--- src/rtl/eid_pkg.sv ---
// Notes on behaviour
// - A separate 16-byte identification page, writable, and lockable forever as read-only.
// - Page read: opcode and address MSB first, A7 low, A3..A0 pick start byte.
// - During a page read the address steps after each byte, next byte follows.
// - Raising chip select ends a page read at any bit of the output.
// - A page read arriving during a write cycle is ignored.
// - A page write starts its timed cycle on the chip select rise.
// - Page write or lock is dropped when both protect bits are set or write protect is low.
// - Lock status byte carries the lock state in its least significant bit.
// - While selected, the lock status byte repeats without advancing.
// - A lock status read arriving during a write cycle is ignored.
// - Lock runs only if chip select rises exactly at a data byte boundary.
// - A valid lock starts a timed nonvolatile write cycle on chip select rise.
// - After power-up the device is deselected and needs a select fall first.
// - Power-up clears the write enable latch and the busy flag, no hold.
// - Protect bits are nonvolatile and survive resets.
// - Delivery state: protect and status write disable bits zero, page content undefined.
// - Write-type commands need the write enable latch set beforehand.
// - Busy flag is high for the whole write cycle, low when it ends.
package eid_pkg;
	localparam int EID_PAGE_BYTES = 16;
	localparam int EID_PAGE_AW = 4;
	localparam int EID_FIFO_DEPTH = 8;
	localparam int EID_BYTE_W = 8;
	localparam int EID_CLK_PERIOD_NS = 10;
	localparam int EID_WRITE_CYCLE_TIME_US = 4000;
	localparam int EID_WRITE_CYCLES = (EID_WRITE_CYCLE_TIME_US * 1000) / EID_CLK_PERIOD_NS;
	// Opcode defaults are arbitrary; read and lock pairs are told apart by A7
	localparam logic [7:0] EID_OP_ID_READ = 8'hb3;
	localparam logic [7:0] EID_OP_ID_WRITE = 8'hb2;
	localparam logic [7:0] EID_OP_LOCK_READ = 8'hb3;
	localparam logic [7:0] EID_OP_LOCK = 8'hb2;
	localparam int EID_A7_BIT = 7;
	localparam int EID_LOCK_DATA_BIT = 1;
	localparam logic [1:0] EID_PROTECT_ALL = 2'h3;
	localparam logic [1:0] EID_PROTECT_INIT = 2'h0;
	localparam int EID_PIN_CNT = 4;
	// Pin order: 0 chip select, 1 serial clock, 2 serial in, 3 write protect
	localparam logic [3:0] EID_PIN_RST = 4'h0;
	typedef enum logic [2:0] {
		ST_IDLE = 3'b000,
		ST_OPCODE = 3'b001,
		ST_ADDR = 3'b010,
		ST_RD_ID = 3'b011,
		ST_RD_LOCK = 3'b100,
		ST_WR_DATA = 3'b101,
		ST_LOCK_DATA = 3'b110,
		ST_IGNORE = 3'b111
	} eid_state_t;
endpackage : eid_pkg

--- src/rtl/eid_page_ctrl.sv ---
`timescale 1ns/1ns
module eid_page_ctrl
	import eid_pkg::*;
#(
	parameter int WRITE_CYCLES = EID_WRITE_CYCLES,
	// Opcodes are parameters, their encodings are free
	parameter logic [7:0] ID_READ_OP = EID_OP_ID_READ,
	parameter logic [7:0] ID_WRITE_OP = EID_OP_ID_WRITE,
	parameter logic [7:0] LOCK_READ_OP = EID_OP_LOCK_READ,
	parameter logic [7:0] LOCK_OP = EID_OP_LOCK
) (
	// Clock and reset
	input wire logic ref_clk_i,
	input wire logic rst_i,
	// Serial pins
	input wire logic spi_cs_n_i,
	input wire logic spi_sck_i,
	input wire logic spi_mosi_i,
	input wire logic spi_wp_n_i,
	output logic spi_miso_o,
	output logic spi_miso_oe_o,
	// Status control from the rest of the device
	input wire logic wel_set_i,
	input wire logic wel_clr_i,
	input wire logic protect_wr_i,
	input wire logic protect_sel_hi_i,
	input wire logic protect_sel_lo_i,
	input wire logic status_write_disable_i,
	input wire logic factory_init_i,
	// Status out
	output logic write_enable_latch_o,
	output logic write_busy_flag_o,
	output logic id_page_locked_o,
	output logic protect_sel_hi_o,
	output logic protect_sel_lo_o,
	output logic status_write_disable_o
);
	localparam int WCNT_W = $clog2(WRITE_CYCLES + 1);
	localparam logic [WCNT_W-1:0] WCNT_LOAD = WCNT_W'(WRITE_CYCLES - 1);

	////////////////////////////////////////////////////////////////////////////////
	// Pin synchronisers

	logic [EID_PIN_CNT-1:0] pins_w;
	logic [EID_PIN_CNT-1:0] sync1_reg;
	logic [EID_PIN_CNT-1:0] sync2_reg;
	logic [EID_PIN_CNT-1:0] sync3_reg;
	logic [EID_PIN_CNT-1:0] pin_reg;
	logic [EID_PIN_CNT-1:0] pin_prev_reg;
	logic cs_fall_w;
	logic cs_rise_w;
	logic sck_rise_w;
	logic sck_fall_w;
	logic mosi_w;
	logic wp_n_w;

	assign pins_w = {spi_wp_n_i, spi_mosi_i, spi_sck_i, spi_cs_n_i};

	genvar gi;
	generate
		for (gi = 0; gi < EID_PIN_CNT; gi++)
		begin : g_sync
			always_ff @(posedge ref_clk_i)
			begin
				if (rst_i)
				begin
					sync1_reg[gi] <= EID_PIN_RST[gi];
					sync2_reg[gi] <= EID_PIN_RST[gi];
					sync3_reg[gi] <= EID_PIN_RST[gi];
					pin_reg[gi] <= EID_PIN_RST[gi];
					pin_prev_reg[gi] <= EID_PIN_RST[gi];
				end
				else
				begin
					sync1_reg[gi] <= pins_w[gi];
					sync2_reg[gi] <= sync1_reg[gi];
					sync3_reg[gi] <= sync2_reg[gi];
					// Accept a change only when two stages agree
					if (sync2_reg[gi] == sync3_reg[gi])
						pin_reg[gi] <= sync3_reg[gi];
					pin_prev_reg[gi] <= pin_reg[gi];
				end
			end
		end
	endgenerate

	// Select resets low, so a fall needs a real high level first
	assign cs_fall_w = pin_prev_reg[0] && !pin_reg[0];
	assign cs_rise_w = !pin_prev_reg[0] && pin_reg[0];
	assign sck_rise_w = !pin_prev_reg[1] && pin_reg[1] && !pin_reg[0];
	assign sck_fall_w = pin_prev_reg[1] && !pin_reg[1] && !pin_reg[0];
	assign mosi_w = pin_reg[2];
	assign wp_n_w = pin_reg[3];

	////////////////////////////////////////////////////////////////////////////////
	// Decoding helpers

	function automatic logic f_is_cmd(input logic [7:0] op);
		f_is_cmd = (op == ID_READ_OP) || (op == ID_WRITE_OP) ||
			(op == LOCK_READ_OP) || (op == LOCK_OP);
	endfunction : f_is_cmd

	function automatic eid_state_t f_addr_state(input logic [7:0] op, input logic a7);
		f_addr_state = ST_IGNORE;
		if (!a7 && op == ID_READ_OP)
			f_addr_state = ST_RD_ID;
		else if (a7 && op == LOCK_READ_OP)
			f_addr_state = ST_RD_LOCK;
		else if (!a7 && op == ID_WRITE_OP)
			f_addr_state = ST_WR_DATA;
		else if (a7 && op == LOCK_OP)
			f_addr_state = ST_LOCK_DATA;
	endfunction : f_addr_state

	////////////////////////////////////////////////////////////////////////////////
	// Command receiver

	eid_state_t st_reg;
	logic [2:0] bit_cnt_reg;
	logic [7:0] rx_reg;
	logic [7:0] op_reg;
	logic [EID_PAGE_AW-1:0] addr_reg;
	logic got_data_reg;
	logic lock_ok_reg;
	logic [7:0] rx_byte_w;
	logic byte_done_w;
	logic write_busy_reg;
	logic write_enable_latch_reg;
	logic id_page_locked_reg;
	logic [1:0] protect_reg;
	logic status_write_disable_reg;

	assign rx_byte_w = {rx_reg[6:0], mosi_w};
	assign byte_done_w = sck_rise_w && (bit_cnt_reg == 3'h7);

	always_ff @(posedge ref_clk_i)
	begin
		if (rst_i)
		begin
			st_reg <= ST_IDLE;
			bit_cnt_reg <= 3'h0;
			rx_reg <= 8'h00;
			op_reg <= 8'h00;
			addr_reg <= '0;
			got_data_reg <= 1'b0;
			lock_ok_reg <= 1'b0;
		end
		else if (pin_reg[0])
			st_reg <= ST_IDLE;
		else if (cs_fall_w && st_reg == ST_IDLE)
		begin
			st_reg <= ST_OPCODE;
			bit_cnt_reg <= 3'h0;
		end
		else if (sck_rise_w && st_reg != ST_IDLE)
		begin
			bit_cnt_reg <= bit_cnt_reg + 3'h1;
			rx_reg <= rx_byte_w;
			if (bit_cnt_reg == 3'h7)
			begin
				case (st_reg)
					ST_OPCODE:
					begin
						op_reg <= rx_byte_w;
						// Nothing of ours is taken while a cycle runs
						if (write_busy_reg || !f_is_cmd(rx_byte_w))
							st_reg <= ST_IGNORE;
						else
							st_reg <= ST_ADDR;
					end
					ST_ADDR:
					begin
						addr_reg <= rx_byte_w[EID_PAGE_AW-1:0];
						got_data_reg <= 1'b0;
						lock_ok_reg <= 1'b0;
						st_reg <= f_addr_state(op_reg, rx_byte_w[EID_A7_BIT]);
					end
					ST_WR_DATA:
					begin
						got_data_reg <= 1'b1;
						addr_reg <= addr_reg + 1'b1;
					end
					ST_LOCK_DATA:
					begin
						got_data_reg <= 1'b1;
						lock_ok_reg <= rx_byte_w[EID_LOCK_DATA_BIT];
					end
					default:
						st_reg <= st_reg;
				endcase
			end
		end
	end

	////////////////////////////////////////////////////////////////////////////////
	// Write launch and self-timed cycle

	logic [WCNT_W-1:0] wcnt_reg;
	logic wkind_lock_reg;
	logic at_boundary_w;
	logic wr_allowed_w;
	logic start_page_w;
	logic start_lock_w;
	logic start_any_w;
	logic cycle_end_w;

	// Last byte fully taken and no bit of the next one yet
	assign at_boundary_w = got_data_reg && (bit_cnt_reg == 3'h0);
	assign wr_allowed_w = write_enable_latch_reg && wp_n_w && !write_busy_reg &&
		(protect_reg != EID_PROTECT_ALL);
	assign start_page_w = cs_rise_w && st_reg == ST_WR_DATA && at_boundary_w &&
		wr_allowed_w && !id_page_locked_reg;
	assign start_lock_w = cs_rise_w && st_reg == ST_LOCK_DATA && at_boundary_w &&
		wr_allowed_w && lock_ok_reg;
	assign start_any_w = start_page_w || start_lock_w;
	assign cycle_end_w = write_busy_reg && (wcnt_reg == '0);

	always_ff @(posedge ref_clk_i)
	begin
		if (rst_i)
		begin
			write_busy_reg <= 1'b0;
			wcnt_reg <= '0;
			wkind_lock_reg <= 1'b0;
		end
		else if (start_any_w)
		begin
			write_busy_reg <= 1'b1;
			wcnt_reg <= WCNT_LOAD;
			wkind_lock_reg <= start_lock_w;
		end
		else if (cycle_end_w)
			write_busy_reg <= 1'b0;
		else if (write_busy_reg)
			wcnt_reg <= wcnt_reg - 1'b1;
	end

	// A set arriving with the end of a cycle wins over the clear
	always_ff @(posedge ref_clk_i)
	begin
		if (rst_i)
			write_enable_latch_reg <= 1'b0;
		else if (wel_set_i)
			write_enable_latch_reg <= 1'b1;
		else if (wel_clr_i || cycle_end_w)
			write_enable_latch_reg <= 1'b0;
	end

	// Nonvolatile bits ignore rst_i; only the delivery load clears the lock bit, protect writes can also zero the others
	always_ff @(posedge ref_clk_i)
	begin
		if (factory_init_i)
		begin
			id_page_locked_reg <= 1'b0;
			protect_reg <= EID_PROTECT_INIT;
			status_write_disable_reg <= 1'b0;
		end
		else
		begin
			if (cycle_end_w && wkind_lock_reg)
				id_page_locked_reg <= 1'b1;
			if (protect_wr_i && !write_busy_reg)
			begin
				protect_reg <= {protect_sel_hi_i, protect_sel_lo_i};
				status_write_disable_reg <= status_write_disable_i;
			end
		end
	end

	////////////////////////////////////////////////////////////////////////////////
	// Page storage and read prefetch

	logic [4:0] prod_addr_reg;
	logic prod_act_reg;
	logic pend_reg;
	logic prod_issue_w;
	logic rd_start_w;
	logic [7:0] mem_rd_data_w;
	logic fifo_in_ready_w;
	logic fifo_out_valid_w;
	logic fifo_out_ready_w;
	logic [7:0] fifo_out_data_w;
	logic tx_empty_reg;

	assign rd_start_w = byte_done_w && st_reg == ST_ADDR &&
		f_addr_state(op_reg, rx_byte_w[EID_A7_BIT]) == ST_RD_ID;
	// Stop at the page end instead of wrapping
	assign prod_issue_w = prod_act_reg && !pend_reg && !prod_addr_reg[4];

	always_ff @(posedge ref_clk_i)
	begin
		if (rst_i || pin_reg[0])
		begin
			prod_act_reg <= 1'b0;
			pend_reg <= 1'b0;
			prod_addr_reg <= 5'h00;
		end
		else if (rd_start_w)
		begin
			prod_act_reg <= 1'b1;
			pend_reg <= 1'b0;
			prod_addr_reg <= {1'b0, rx_byte_w[EID_PAGE_AW-1:0]};
		end
		else if (prod_issue_w)
		begin
			pend_reg <= 1'b1;
			prod_addr_reg <= prod_addr_reg + 5'h01;
		end
		else if (pend_reg && fifo_in_ready_w)
			pend_reg <= 1'b0;
	end

	eid_page_mem #(
		.WIDTH(EID_BYTE_W),
		.DEPTH(EID_PAGE_BYTES),
		.AW(EID_PAGE_AW)
	) u_mem (
		.clk_i(ref_clk_i),
		.rst_i(rst_i),
		.stage_clr_i(byte_done_w && st_reg == ST_ADDR),
		.stage_we_i(byte_done_w && st_reg == ST_WR_DATA),
		.stage_addr_i(addr_reg),
		.stage_data_i(rx_byte_w),
		.commit_i(cycle_end_w && !wkind_lock_reg),
		.rd_en_i(prod_issue_w),
		.rd_addr_i(prod_addr_reg[EID_PAGE_AW-1:0]),
		.rd_data_o(mem_rd_data_w)
	);

	// Prefetch runs ahead of the shifter and stalls when the queue is full
	eid_fifo #(
		.WIDTH(EID_BYTE_W),
		.DEPTH(EID_FIFO_DEPTH)
	) u_fifo (
		.clk_i(ref_clk_i),
		.rst_i(rst_i),
		.flush_i(pin_reg[0] || rd_start_w),
		.in_valid_i(pend_reg),
		.in_ready_o(fifo_in_ready_w),
		.in_data_i(mem_rd_data_w),
		.out_valid_o(fifo_out_valid_w),
		.out_ready_i(fifo_out_ready_w),
		.out_data_o(fifo_out_data_w)
	);

	////////////////////////////////////////////////////////////////////////////////
	// Output shifter

	logic [7:0] tx_reg;
	logic [2:0] tx_cnt_reg;
	logic spi_miso_reg;
	logic spi_miso_oe_reg;
	logic rd_state_w;

	assign rd_state_w = (st_reg == ST_RD_ID) || (st_reg == ST_RD_LOCK);
	assign fifo_out_ready_w = (st_reg == ST_RD_ID) && tx_empty_reg && !sck_fall_w;

	always_ff @(posedge ref_clk_i)
	begin
		if (rst_i || pin_reg[0])
		begin
			spi_miso_oe_reg <= 1'b0;
			spi_miso_reg <= 1'b0;
			tx_reg <= 8'h00;
			tx_cnt_reg <= 3'h0;
			tx_empty_reg <= 1'b1;
		end
		else if (sck_fall_w && rd_state_w)
		begin
			spi_miso_oe_reg <= 1'b1;
			spi_miso_reg <= tx_reg[7];
			tx_reg <= {tx_reg[6:0], 1'b0};
			tx_cnt_reg <= tx_cnt_reg + 3'h1;
			if (tx_cnt_reg == 3'h7)
				tx_empty_reg <= 1'b1;
		end
		else if (st_reg == ST_RD_LOCK && tx_empty_reg)
		begin
			tx_reg <= {7'h00, id_page_locked_reg};
			tx_empty_reg <= 1'b0;
		end
		else if (fifo_out_ready_w && fifo_out_valid_w)
		begin
			tx_reg <= fifo_out_data_w;
			tx_empty_reg <= 1'b0;
		end
	end

	assign spi_miso_o = spi_miso_reg;
	assign spi_miso_oe_o = spi_miso_oe_reg;
	assign write_enable_latch_o = write_enable_latch_reg;
	assign write_busy_flag_o = write_busy_reg;
	assign id_page_locked_o = id_page_locked_reg;
	assign protect_sel_hi_o = protect_reg[1];
	assign protect_sel_lo_o = protect_reg[0];
	assign status_write_disable_o = status_write_disable_reg;
endmodule : eid_page_ctrl

--- src/rtl/eid_fifo.sv ---
`timescale 1ns/1ns
module eid_fifo #(
	parameter int WIDTH = 8,
	parameter int DEPTH = 8
) (
	// Clock and reset
	input wire logic clk_i,
	input wire logic rst_i,
	input wire logic flush_i,
	// Fill side
	input wire logic in_valid_i,
	output logic in_ready_o,
	input wire logic [WIDTH-1:0] in_data_i,
	// Drain side
	output logic out_valid_o,
	input wire logic out_ready_i,
	output logic [WIDTH-1:0] out_data_o
);
	localparam int PW = $clog2(DEPTH);
	logic [WIDTH-1:0] mem_reg [DEPTH];
	logic [PW-1:0] wr_ptr_reg;
	logic [PW-1:0] rd_ptr_reg;
	logic [PW:0] count_reg;
	logic push;
	logic pop;

	assign in_ready_o = (count_reg != (PW+1)'(DEPTH));
	assign out_valid_o = (count_reg != '0);
	assign out_data_o = mem_reg[rd_ptr_reg];
	assign push = in_valid_i && in_ready_o;
	assign pop = out_valid_o && out_ready_i;

	always_ff @(posedge clk_i)
	begin
		if (rst_i || flush_i)
		begin
			wr_ptr_reg <= '0;
			rd_ptr_reg <= '0;
			count_reg <= '0;
		end
		else
		begin
			if (push)
				wr_ptr_reg <= wr_ptr_reg + 1'b1;
			if (pop)
				rd_ptr_reg <= rd_ptr_reg + 1'b1;
			if (push && !pop)
				count_reg <= count_reg + 1'b1;
			else if (pop && !push)
				count_reg <= count_reg - 1'b1;
		end
	end

	always_ff @(posedge clk_i)
	begin
		if (push)
			mem_reg[wr_ptr_reg] <= in_data_i;
	end
endmodule : eid_fifo

--- src/rtl/eid_page_mem.sv ---
`timescale 1ns/1ns
module eid_page_mem #(
	parameter int WIDTH = 8,
	parameter int DEPTH = 16,
	parameter int AW = 4
) (
	// Clock and reset
	input wire logic clk_i,
	input wire logic rst_i,
	// Staging of incoming write data
	input wire logic stage_clr_i,
	input wire logic stage_we_i,
	input wire logic [AW-1:0] stage_addr_i,
	input wire logic [WIDTH-1:0] stage_data_i,
	input wire logic commit_i,
	// Registered read port
	input wire logic rd_en_i,
	input wire logic [AW-1:0] rd_addr_i,
	output logic [WIDTH-1:0] rd_data_o
);
	// Page cells have no reset: their content is undefined until written
	logic [WIDTH-1:0] page_reg [DEPTH];
	logic [WIDTH-1:0] stage_reg [DEPTH];
	logic staged_reg [DEPTH];
	logic [WIDTH-1:0] rd_data_reg;

	genvar gi;
	generate
		for (gi = 0; gi < DEPTH; gi++)
		begin : g_cell
			always_ff @(posedge clk_i)
			begin
				if (rst_i || stage_clr_i)
					staged_reg[gi] <= 1'b0;
				else if (stage_we_i && stage_addr_i == AW'(gi))
				begin
					staged_reg[gi] <= 1'b1;
					stage_reg[gi] <= stage_data_i;
				end
				else if (commit_i)
					staged_reg[gi] <= 1'b0;
				if (commit_i && staged_reg[gi])
					page_reg[gi] <= stage_reg[gi];
			end
		end
	endgenerate

	always_ff @(posedge clk_i)
	begin
		if (rd_en_i)
			rd_data_reg <= page_reg[rd_addr_i];
	end

	assign rd_data_o = rd_data_reg;
endmodule : eid_page_mem

--- config.mk ---
export PLATFORM = sky130hd
export DESIGN_NAME = eid_page_ctrl
export DESIGN_NICKNAME = d
export VERILOG_FILES = /design/src/rtl/eid_pkg.sv /design/src/rtl/eid_page_ctrl.sv /design/src/rtl/eid_fifo.sv /design/src/rtl/eid_page_mem.sv
export SDC_FILE = /design/constraint.sdc
export NUM_CORES = 1
export LEC_CHECK = 0
export BUFFER_PORTS_ARGS = -buffer_cell sky130_fd_sc_hd__clkbuf_2
export CAP_MARGIN = 40
export CELL_PAD_IN_SITES_DETAIL_PLACEMENT = 0
export CELL_PAD_IN_SITES_GLOBAL_PLACEMENT = 1
export CORE_ASPECT_RATIO = 1.4
export CORE_MARGIN = 2
export CORE_UTILIZATION = 35
export DETAILED_ROUTE_END_ITERATION = 10
export GPL_ROUTABILITY_DRIVEN = 0
export PLACE_DENSITY_LB_ADDON = 0.12
export RECOVER_POWER = 25
export SYNTH_ARGS = -nofsm -noshare
export SYNTH_HDL_FRONTEND = slang
export SYNTH_HIERARCHICAL = 1
export SYNTH_SLANG_ARGS = --single-unit
--- constraint.sdc ---
create_clock -name ref_clk_i -period 2.6 [get_ports ref_clk_i]
set_input_delay 0.65 -clock ref_clk_i [delete_from_list [all_inputs] [get_ports ref_clk_i]]
set_output_delay 0.65 -clock ref_clk_i [all_outputs]
set_load 0.1 [all_outputs]
Word-level counts from Yosys, hierarchy flattened:

Memory sizes are Yosys's and may differ from the RTL's. A register that Yosys moved wholly into a read port is not among the register bits.
Index checks and enable logic that the tools add are counted.
Widths: inputs -> output; s select.

* $add $sub $neg: 9
* muxes and demuxes: 246
* reduce and logical (&&, ||, !) cells: 152
* eq/ne operators: 36
* bitwise logic cells: 35

Operators with widths (count)
* $mux 1: 194
* $mux 8: 18
* $reduce_or 8->1: 15
* $mux 4: 19
* $logic_and 1x1->1: 74
* $mux 19: 3
* $eq 4x4->1 const B: 8
* $eq 8x8->1 const B: 4
* $or 1x1->1: 32
* $reduce_bool 2->1: 13
* $reduce_and 5->1: 4
* $logic_not 19->1: 1
* $sub 19x1->19 const B: 1
* $mux 3: 6
* $eq 4x3->1 const B: 4
* $eq 3x3->1 const B: 5
* $logic_not 1->1: 14
* $add 3x1->3 const B: 4
* $logic_or 1x1->1: 11
* $reduce_or 2->1: 5
* $eq 3x2->1 const B: 3
* $reduce_and 3->1: 3
* $reduce_bool 3->1: 3
* $add 4x1->4 const B: 2
* 19 further kinds: 32

* bits of input ports: 13
* memories: 4
* RAM bits: 336
* flip-flop bits (word level): 102
* word-level logic and storage cells: 529
* output and inout bits: 8

Memory list
* u_mem.page_reg: words 16, bits a word 8, read ports 1, clocked after Yosys merged registers in 1, wr ports 16, line eid_page_mem.sv:22 `logic [WIDTH-1:0] page_reg [DEPTH];`
* u_mem.stage_reg: words 16, bits a word 8, read ports 16, clocked after Yosys merged registers in 0, wr ports 1, line eid_page_mem.sv:23 `logic [WIDTH-1:0] stage_reg [DEPTH];`
* u_fifo.mem_reg: words 8, bits a word 8, read ports 1, clocked after Yosys merged registers in 1, wr ports 1, line eid_fifo.sv:20 `logic [WIDTH-1:0] mem_reg [DEPTH];`
* u_mem.staged_reg: words 16, bits a word 1, read ports 16, clocked after Yosys merged registers in 0, wr ports 16, line eid_page_mem.sv:24 `logic staged_reg [DEPTH];`

Logic depth before layout (Yosys ltp):

* depth in word-level cells: 25
* depth in mapped cells: 11
* depth with buffers taken out: 10

Hierarchy:

Netlist, hierarchy kept.

Modules (own cells, without submodules)
* eid_page_mem: sequential area each 8408.1 um^2, times used 1, cells an instance 436, area an instance 9884.5 um^2
* eid_page_ctrl: sequential area each 1841.8 um^2, times used 1, cells an instance 448, area an instance 4175.3 um^2
* eid_fifo: sequential area each 2182.1 um^2, times used 1, cells an instance 168, area an instance 3125.5 um^2

Least setup slack after synthesis:

Ideal clock, no wire load.

* path kind: reg2reg
* start: reg bit_cnt_reg[0]
* end: mem u_mem.stage_reg[1][2] (netlist: u_mem/stage_reg[0][10]) (enable)
* setup slack: -0.027 ns
* library setup time: 0.370 ns
* clock period less this slack: 2.627 ns
* path buffers: 1
* data required time: 2.230 ns
* data arrival time: 2.257 ns
* stages on the path, launching flop included: 9
* path through: dfxtp_1 ha_1 ha_1 nand4bb_1 nor2_1 nor3b_2 or3b_1 clkbuf_1 nor2_1

* longest elaborated chain between the ends: 23
* elaborated cells on any way between the ends: 114
* those cells by class: eq/ne: 1; mux: 78; reduce/logical: 35

Ends and longest elaborated chain
* start: declaration: line eid_page_ctrl.sv:119 `logic [2:0] bit_cnt_reg;`
* start signal: assignment: line eid_page_ctrl.sv:157 `bit_cnt_reg <= bit_cnt_reg + 3'h1;`
* $eq 3x3->1 *: line eid_page_ctrl.sv:134 `assign byte_done_w = sck_rise_w && (bit_cnt_reg == 3'h7);`
* $logic_and 1x1->1 *: line eid_page_ctrl.sv:134
* $logic_and 1x1->1: line eid_page_ctrl.sv:321 `.stage_we_i(byte_done_w && st_reg == ST_WR_DATA),`
* $logic_and 1x1->1: line eid_page_mem.sv:35 `else if (stage_we_i && stage_addr_i == AW'(gi))`
* $mux 1: line eid_page_mem.sv:35
* $mux 1: line eid_page_mem.sv:33 `if (rst_i || stage_clr_i)`
* $mux 1 (implied by the code): line eid_page_mem.sv:38 `stage_reg[gi] <= stage_data_i;`
* $reduce_or 8->1 (no line)
* $mux 4 (no line) or $mux 1 (tied branches) (15 in a row)
* end: declaration: line eid_page_mem.sv:23

Mark *: on every way between the ends. The rest lies on a longest branch, timed or not.

Final worst setup path:

* start: reg bit_cnt_reg[0]
* end: mem u_mem.stage_reg[0][5] (enable)

The elaborated chain is that of the path after synthesis.

==> results by stage <==
Outcome:
- The flow ran to the end, and the final reports show no timing, DRC or antenna violations.

Route:
- The length of the first detailed-routing pass in iterations is 5.
- After detailed routing, the number of remaining DRC violations is 0.
- The routed wire length is 37300 um.
- Detailed routing inserted a total of 8856 vias.
- Dividing the detail-routed via count by the number of cells gives 4.84.
- The wire length per cell is roughly 20 um.
- The number of nets with antenna violations after detailed routing is 0.
- The first-iteration detailed-routing DRC count is roughly 420.

Timing:
- The worst path uses between 90% and 100% of the clock period.
- The final-report max-slew violation count is 0.
- Counting I/O delays and the setup requirement, the final critical path takes roughly 2.4 ns.
- The setup-violating endpoint count in the final report is 0.
- Setup repair after global routing left no endpoint under its margin.
- The worst pin sits at a relative slew slack of between 10% and 20%.
- On the final layout, the worst clock skew is 0.0201 ns.
- Timing would allow up to ~0.41 GHz.
- The measured slew at the worst slew-check pin is about 1.3 ns.
- The worst path meets setup with between 0.15 and 0.2 ns of slack.
- The final hold violation count was 0.

Global routing:
- The number of antenna violations at the first check in global routing was 0.
- Global routing used approximately 15% of the available tracks.
- The first global-routing pass estimated about 57000 um of wire.
- The via count of the first global-routing pass is ~9000.
- Entering global routing, the biggest net connects 61 pins.
- The overall overflow remaining after global route is 0.
- For met1 alone, demand over resource in global routing was around a fifth.
- In this run the most used layer during global routing was met2.
- The met3 layer usage reported by global route is 2.00%.
- Global routing consumed, on the met2 layer, 27.1% of the routing resources.

CTS:
- The clock latency on the worst-skew pair is approximately 0.56 ns.
- The maximum root-to-sink buffer count is 3.
- The cell chosen for the clock root is clkbuf_16.
- After clock tree synthesis, the clock-pin slew on the worst setup and hold paths is about 0.06 ns.
- TritonCTS built the clock tree.
- In this run the number of H-tree levels came out at 2.
- The count of clock tree sinks is roughly 450.
- The CTS buffer count is 44.

Critical path:
- The endpoint class of the critical path is a flip-flop.
- The count of cell instances traversed by the critical path is 8.
- The kind of start point of the critical path is a flip-flop.
- The depth of the worst register-to-register path is 8.
- Along the worst path, the maximum fanout reaches 8.
- The data required time of the worst path is between 2 and 3 ns.
- The biggest cell delay along the critical path is 0.46 ns.
- The cell family with the largest share of critical-path delay is simple AND/OR/NAND/NOR gates.
- The critical path buffer and inverter count is 1.
- The worst flop-to-flop path startpoint is bit_cnt_reg[0]$_SDFFE_PP0P_.
- For the worst setup path, the data arrival time is between 2 and 3 ns.
- The setup slack of the worst register-to-register path is 0.19 ns.
- The largest individual stage delay along the critical path comes from the cell or3b_1.
- Walking the worst path, the cells encountered are ha_1 > ha_1 > nand4bb_4 > nor2_1 > nor3b_2 > or3b_1 > nor2_1 > buf_4.
- The setup path with the least slack is of type reg -> reg.
- In this run the worst setup path begins at bit_cnt_reg[0]$_SDFFE_PP0P_.

Floorplanning:
- The initial cell density of the core is between 30% and 40%.
- The overall die width is 191 um.
- The core region area is between 40000 and 50000 um2.
- The die boundary height is around 270 um.
- The die covers between 50000 and 60000 um2.
- 21 I/O pins were placed.
- Row generation in the floorplan step produced 96 rows.

Logic synthesis:
- The sequential-to-total area share from yosys stat is between 70 and 80%.
- The gate count of the mapped netlist is 1052.
- The synthesized design devotes to its leading area cell type between 60% and 70% of total area.
- The fraction of registers with async set/reset is 0%.
- The number of distinct library cell variants in the gate-level netlist after synthesis is 79.
- The post-synth net total is roughly 1100.
- The post-synthesis cell type with the largest combined area is edfxtp_1.
- The cell area that synthesis handed to floorplanning was 17200 um2.
- The count of flip-flops with a built-in enable after synthesis is 344.
- The total of warnings raised by yosys is 6.
- The primary flip-flop cell chosen by synthesis mapping is edfxtp_1.
- The mean instance size in the synthesized netlist is roughly 16 um2.
- Counting flops and latches in the post-synthesis netlist gives 449.
- Ranked by total cell area, the synthesized netlist is headed by edfxtp_1, dfxtp_1, mux4_1.

Finish:
- The net count of the finished layout is ~1200.
- Relative to the synthesized area, the layout overhead comes to 17.1%.
- The antenna diode instance count is 0.
- Once layout is done, the placed cells without fillers occupy just over 20000 um2.
- Of the cells placed in the final design, the portion with a size suffix greater than 1 is 19.5%.

Min path:
- The hold path startpoint is wel_set_i.
- The path class of the tightest hold or removal check is in -> reg.
- The number of cells traversed by the worst hold path is 3.

Power:
- The total power divided by cell area is between 700 and 800 nW/um2.
- The leakage power is between 6 and 7 nW.
- Across the VDD grid, the largest voltage drop is around 0.48 mV.

Placement:
- After detailed placement, the total cell area comes to ~19000 um2.
- The final HPWL from detailed placement is about 25000 um.
- Before CTS, the worst setup slack after placement is about 0.08 ns.
- Buffers placed on the I/O ports in this run total 20.

Job:
- Max-cap violations in this run came to 0.
## what timing repair did
item                                    4_1_cts  5_1_grt
endpoints found under the setup margin        0       85
resized for setup                             0        4
hold buffers                                  0        0
setup buffers                                 0        2
## final cells by class
type | count | area [um2]
Clock buffer | 59 | 1230
Clock inverter | 23 | 304
Timing Repair Buffer | 106 | 860
Multi-Input combinational cell | 547 | 4460
Fill cell | 4491 | 28600
Sequential cell | 449 | 12400
Tap cell | 637 | 797
Inverter | 10 | 37.5
## synth_stat cells (all sizes together), types with 9 or more instances
cell type and instances:
dfxtp 105, clkbuf 22, ha 14, nor2 114, and2 20, mux4 48, o21ai 28, a211oi 14
mux2i 24, nand3 23, edfxtp 344, nor2b 21, a22oi 18, a311oi 9, a21oi 30, buf 22
nor3 16, inv 10, nand2b 9, xnor2 11, xor2 13, nand2 48
## path summary, 6_finish.rpt
path                                  endpoint
max            u_mem/stage_reg[0][5]$_DFFE_PP_
min          write_enable_latch_o$_SDFFE_PP0P_
max reg2reg    u_mem/stage_reg[0][5]$_DFFE_PP_
min reg2reg     u_mem/page_reg[4][0]$_DFFE_PP_
## where the power goes
part	leakage [nW]	switching, mW	internal [mW]
Sequential	4.00	0.0111	7.64
Clock	0.733	2.68	4.03
Combinational	1.96	0.0777	0.0273
Total	6.69	2.77	11.7
## worst min-delay path, cell delays in order
cell and delay, ns:
clkbuf_2 0.08, a31oi_1 0.03, nor2_1 0.07
## stage by stage
step	setup TNS [ns]	instances	total power [mW]	hold slack [ns]	util (%)
floorplan	-0.757	1052	7.87	0.400	-
global placement	0	1747	7.91	0.400	38.1
detailed placement	0	1747	7.91	0.405	38.1
CTS	0	1829	14.7	0.293	41.2
global route	0	1831	14.9	0.315	41.3
finish	0	1831	14.5	0.315	41.3
## layout by cell type, fill, tap and decap left out, types with 5 or more instances in the layout
cell	netlist	layout
dfxtp_1	105	104
mux4_1	29	29
o21ai_0	22	22
nand2b_1	9	9
nand3b_1	7	7
a211oi_1	9	9
clkbuf_1	20	13
ha_1	14	13
a211oi_2	5	5
and2_1	20	20
bufinv_16	0	7
a31oi_1	6	6
nor3_1	14	14
xor2_1	13	13
o21ai_1	6	6
a21oi_1	29	29
mux2_2	8	8
mux4_2	19	19
clkbuf_2	1	20
nor2b_1	21	21
mux2i_1	24	24
clkinv_1	0	7
clkbuf_16	0	46
inv_1	9	8
edfxtp_1	344	344
buf_12	3	10
nand2_1	47	46
xnor2_1	11	11
nand3_1	23	23
a311oi_1	9	9
nor2_1	112	112
a22oi_1	18	18
buf_4	3	73
## logic make-up after synthesis
| kind of cell | after synthesis | synth area share, % |
|---|---|---|
| compound gates | 120 | 4.70 |
| fa+ha+maj | 15 | 1.14 |
| flops | 449 | 72.3 |
| mux | 80 | 8.85 |
| simple gates | 308 | 9.81 |
| buf+inv | 56 | 1.94 |
| xor+xnor | 24 | 1.22 |
## layer usage
metal / vias up / share of wire, %
li1: 4262 / -
met1: 4415 / 42
met2: 118 / 53
met3: 61 / 2.8
met4: 0 / 2.7
met5: - / 0
Note: power is estimated with default switching activity, not from simulation.
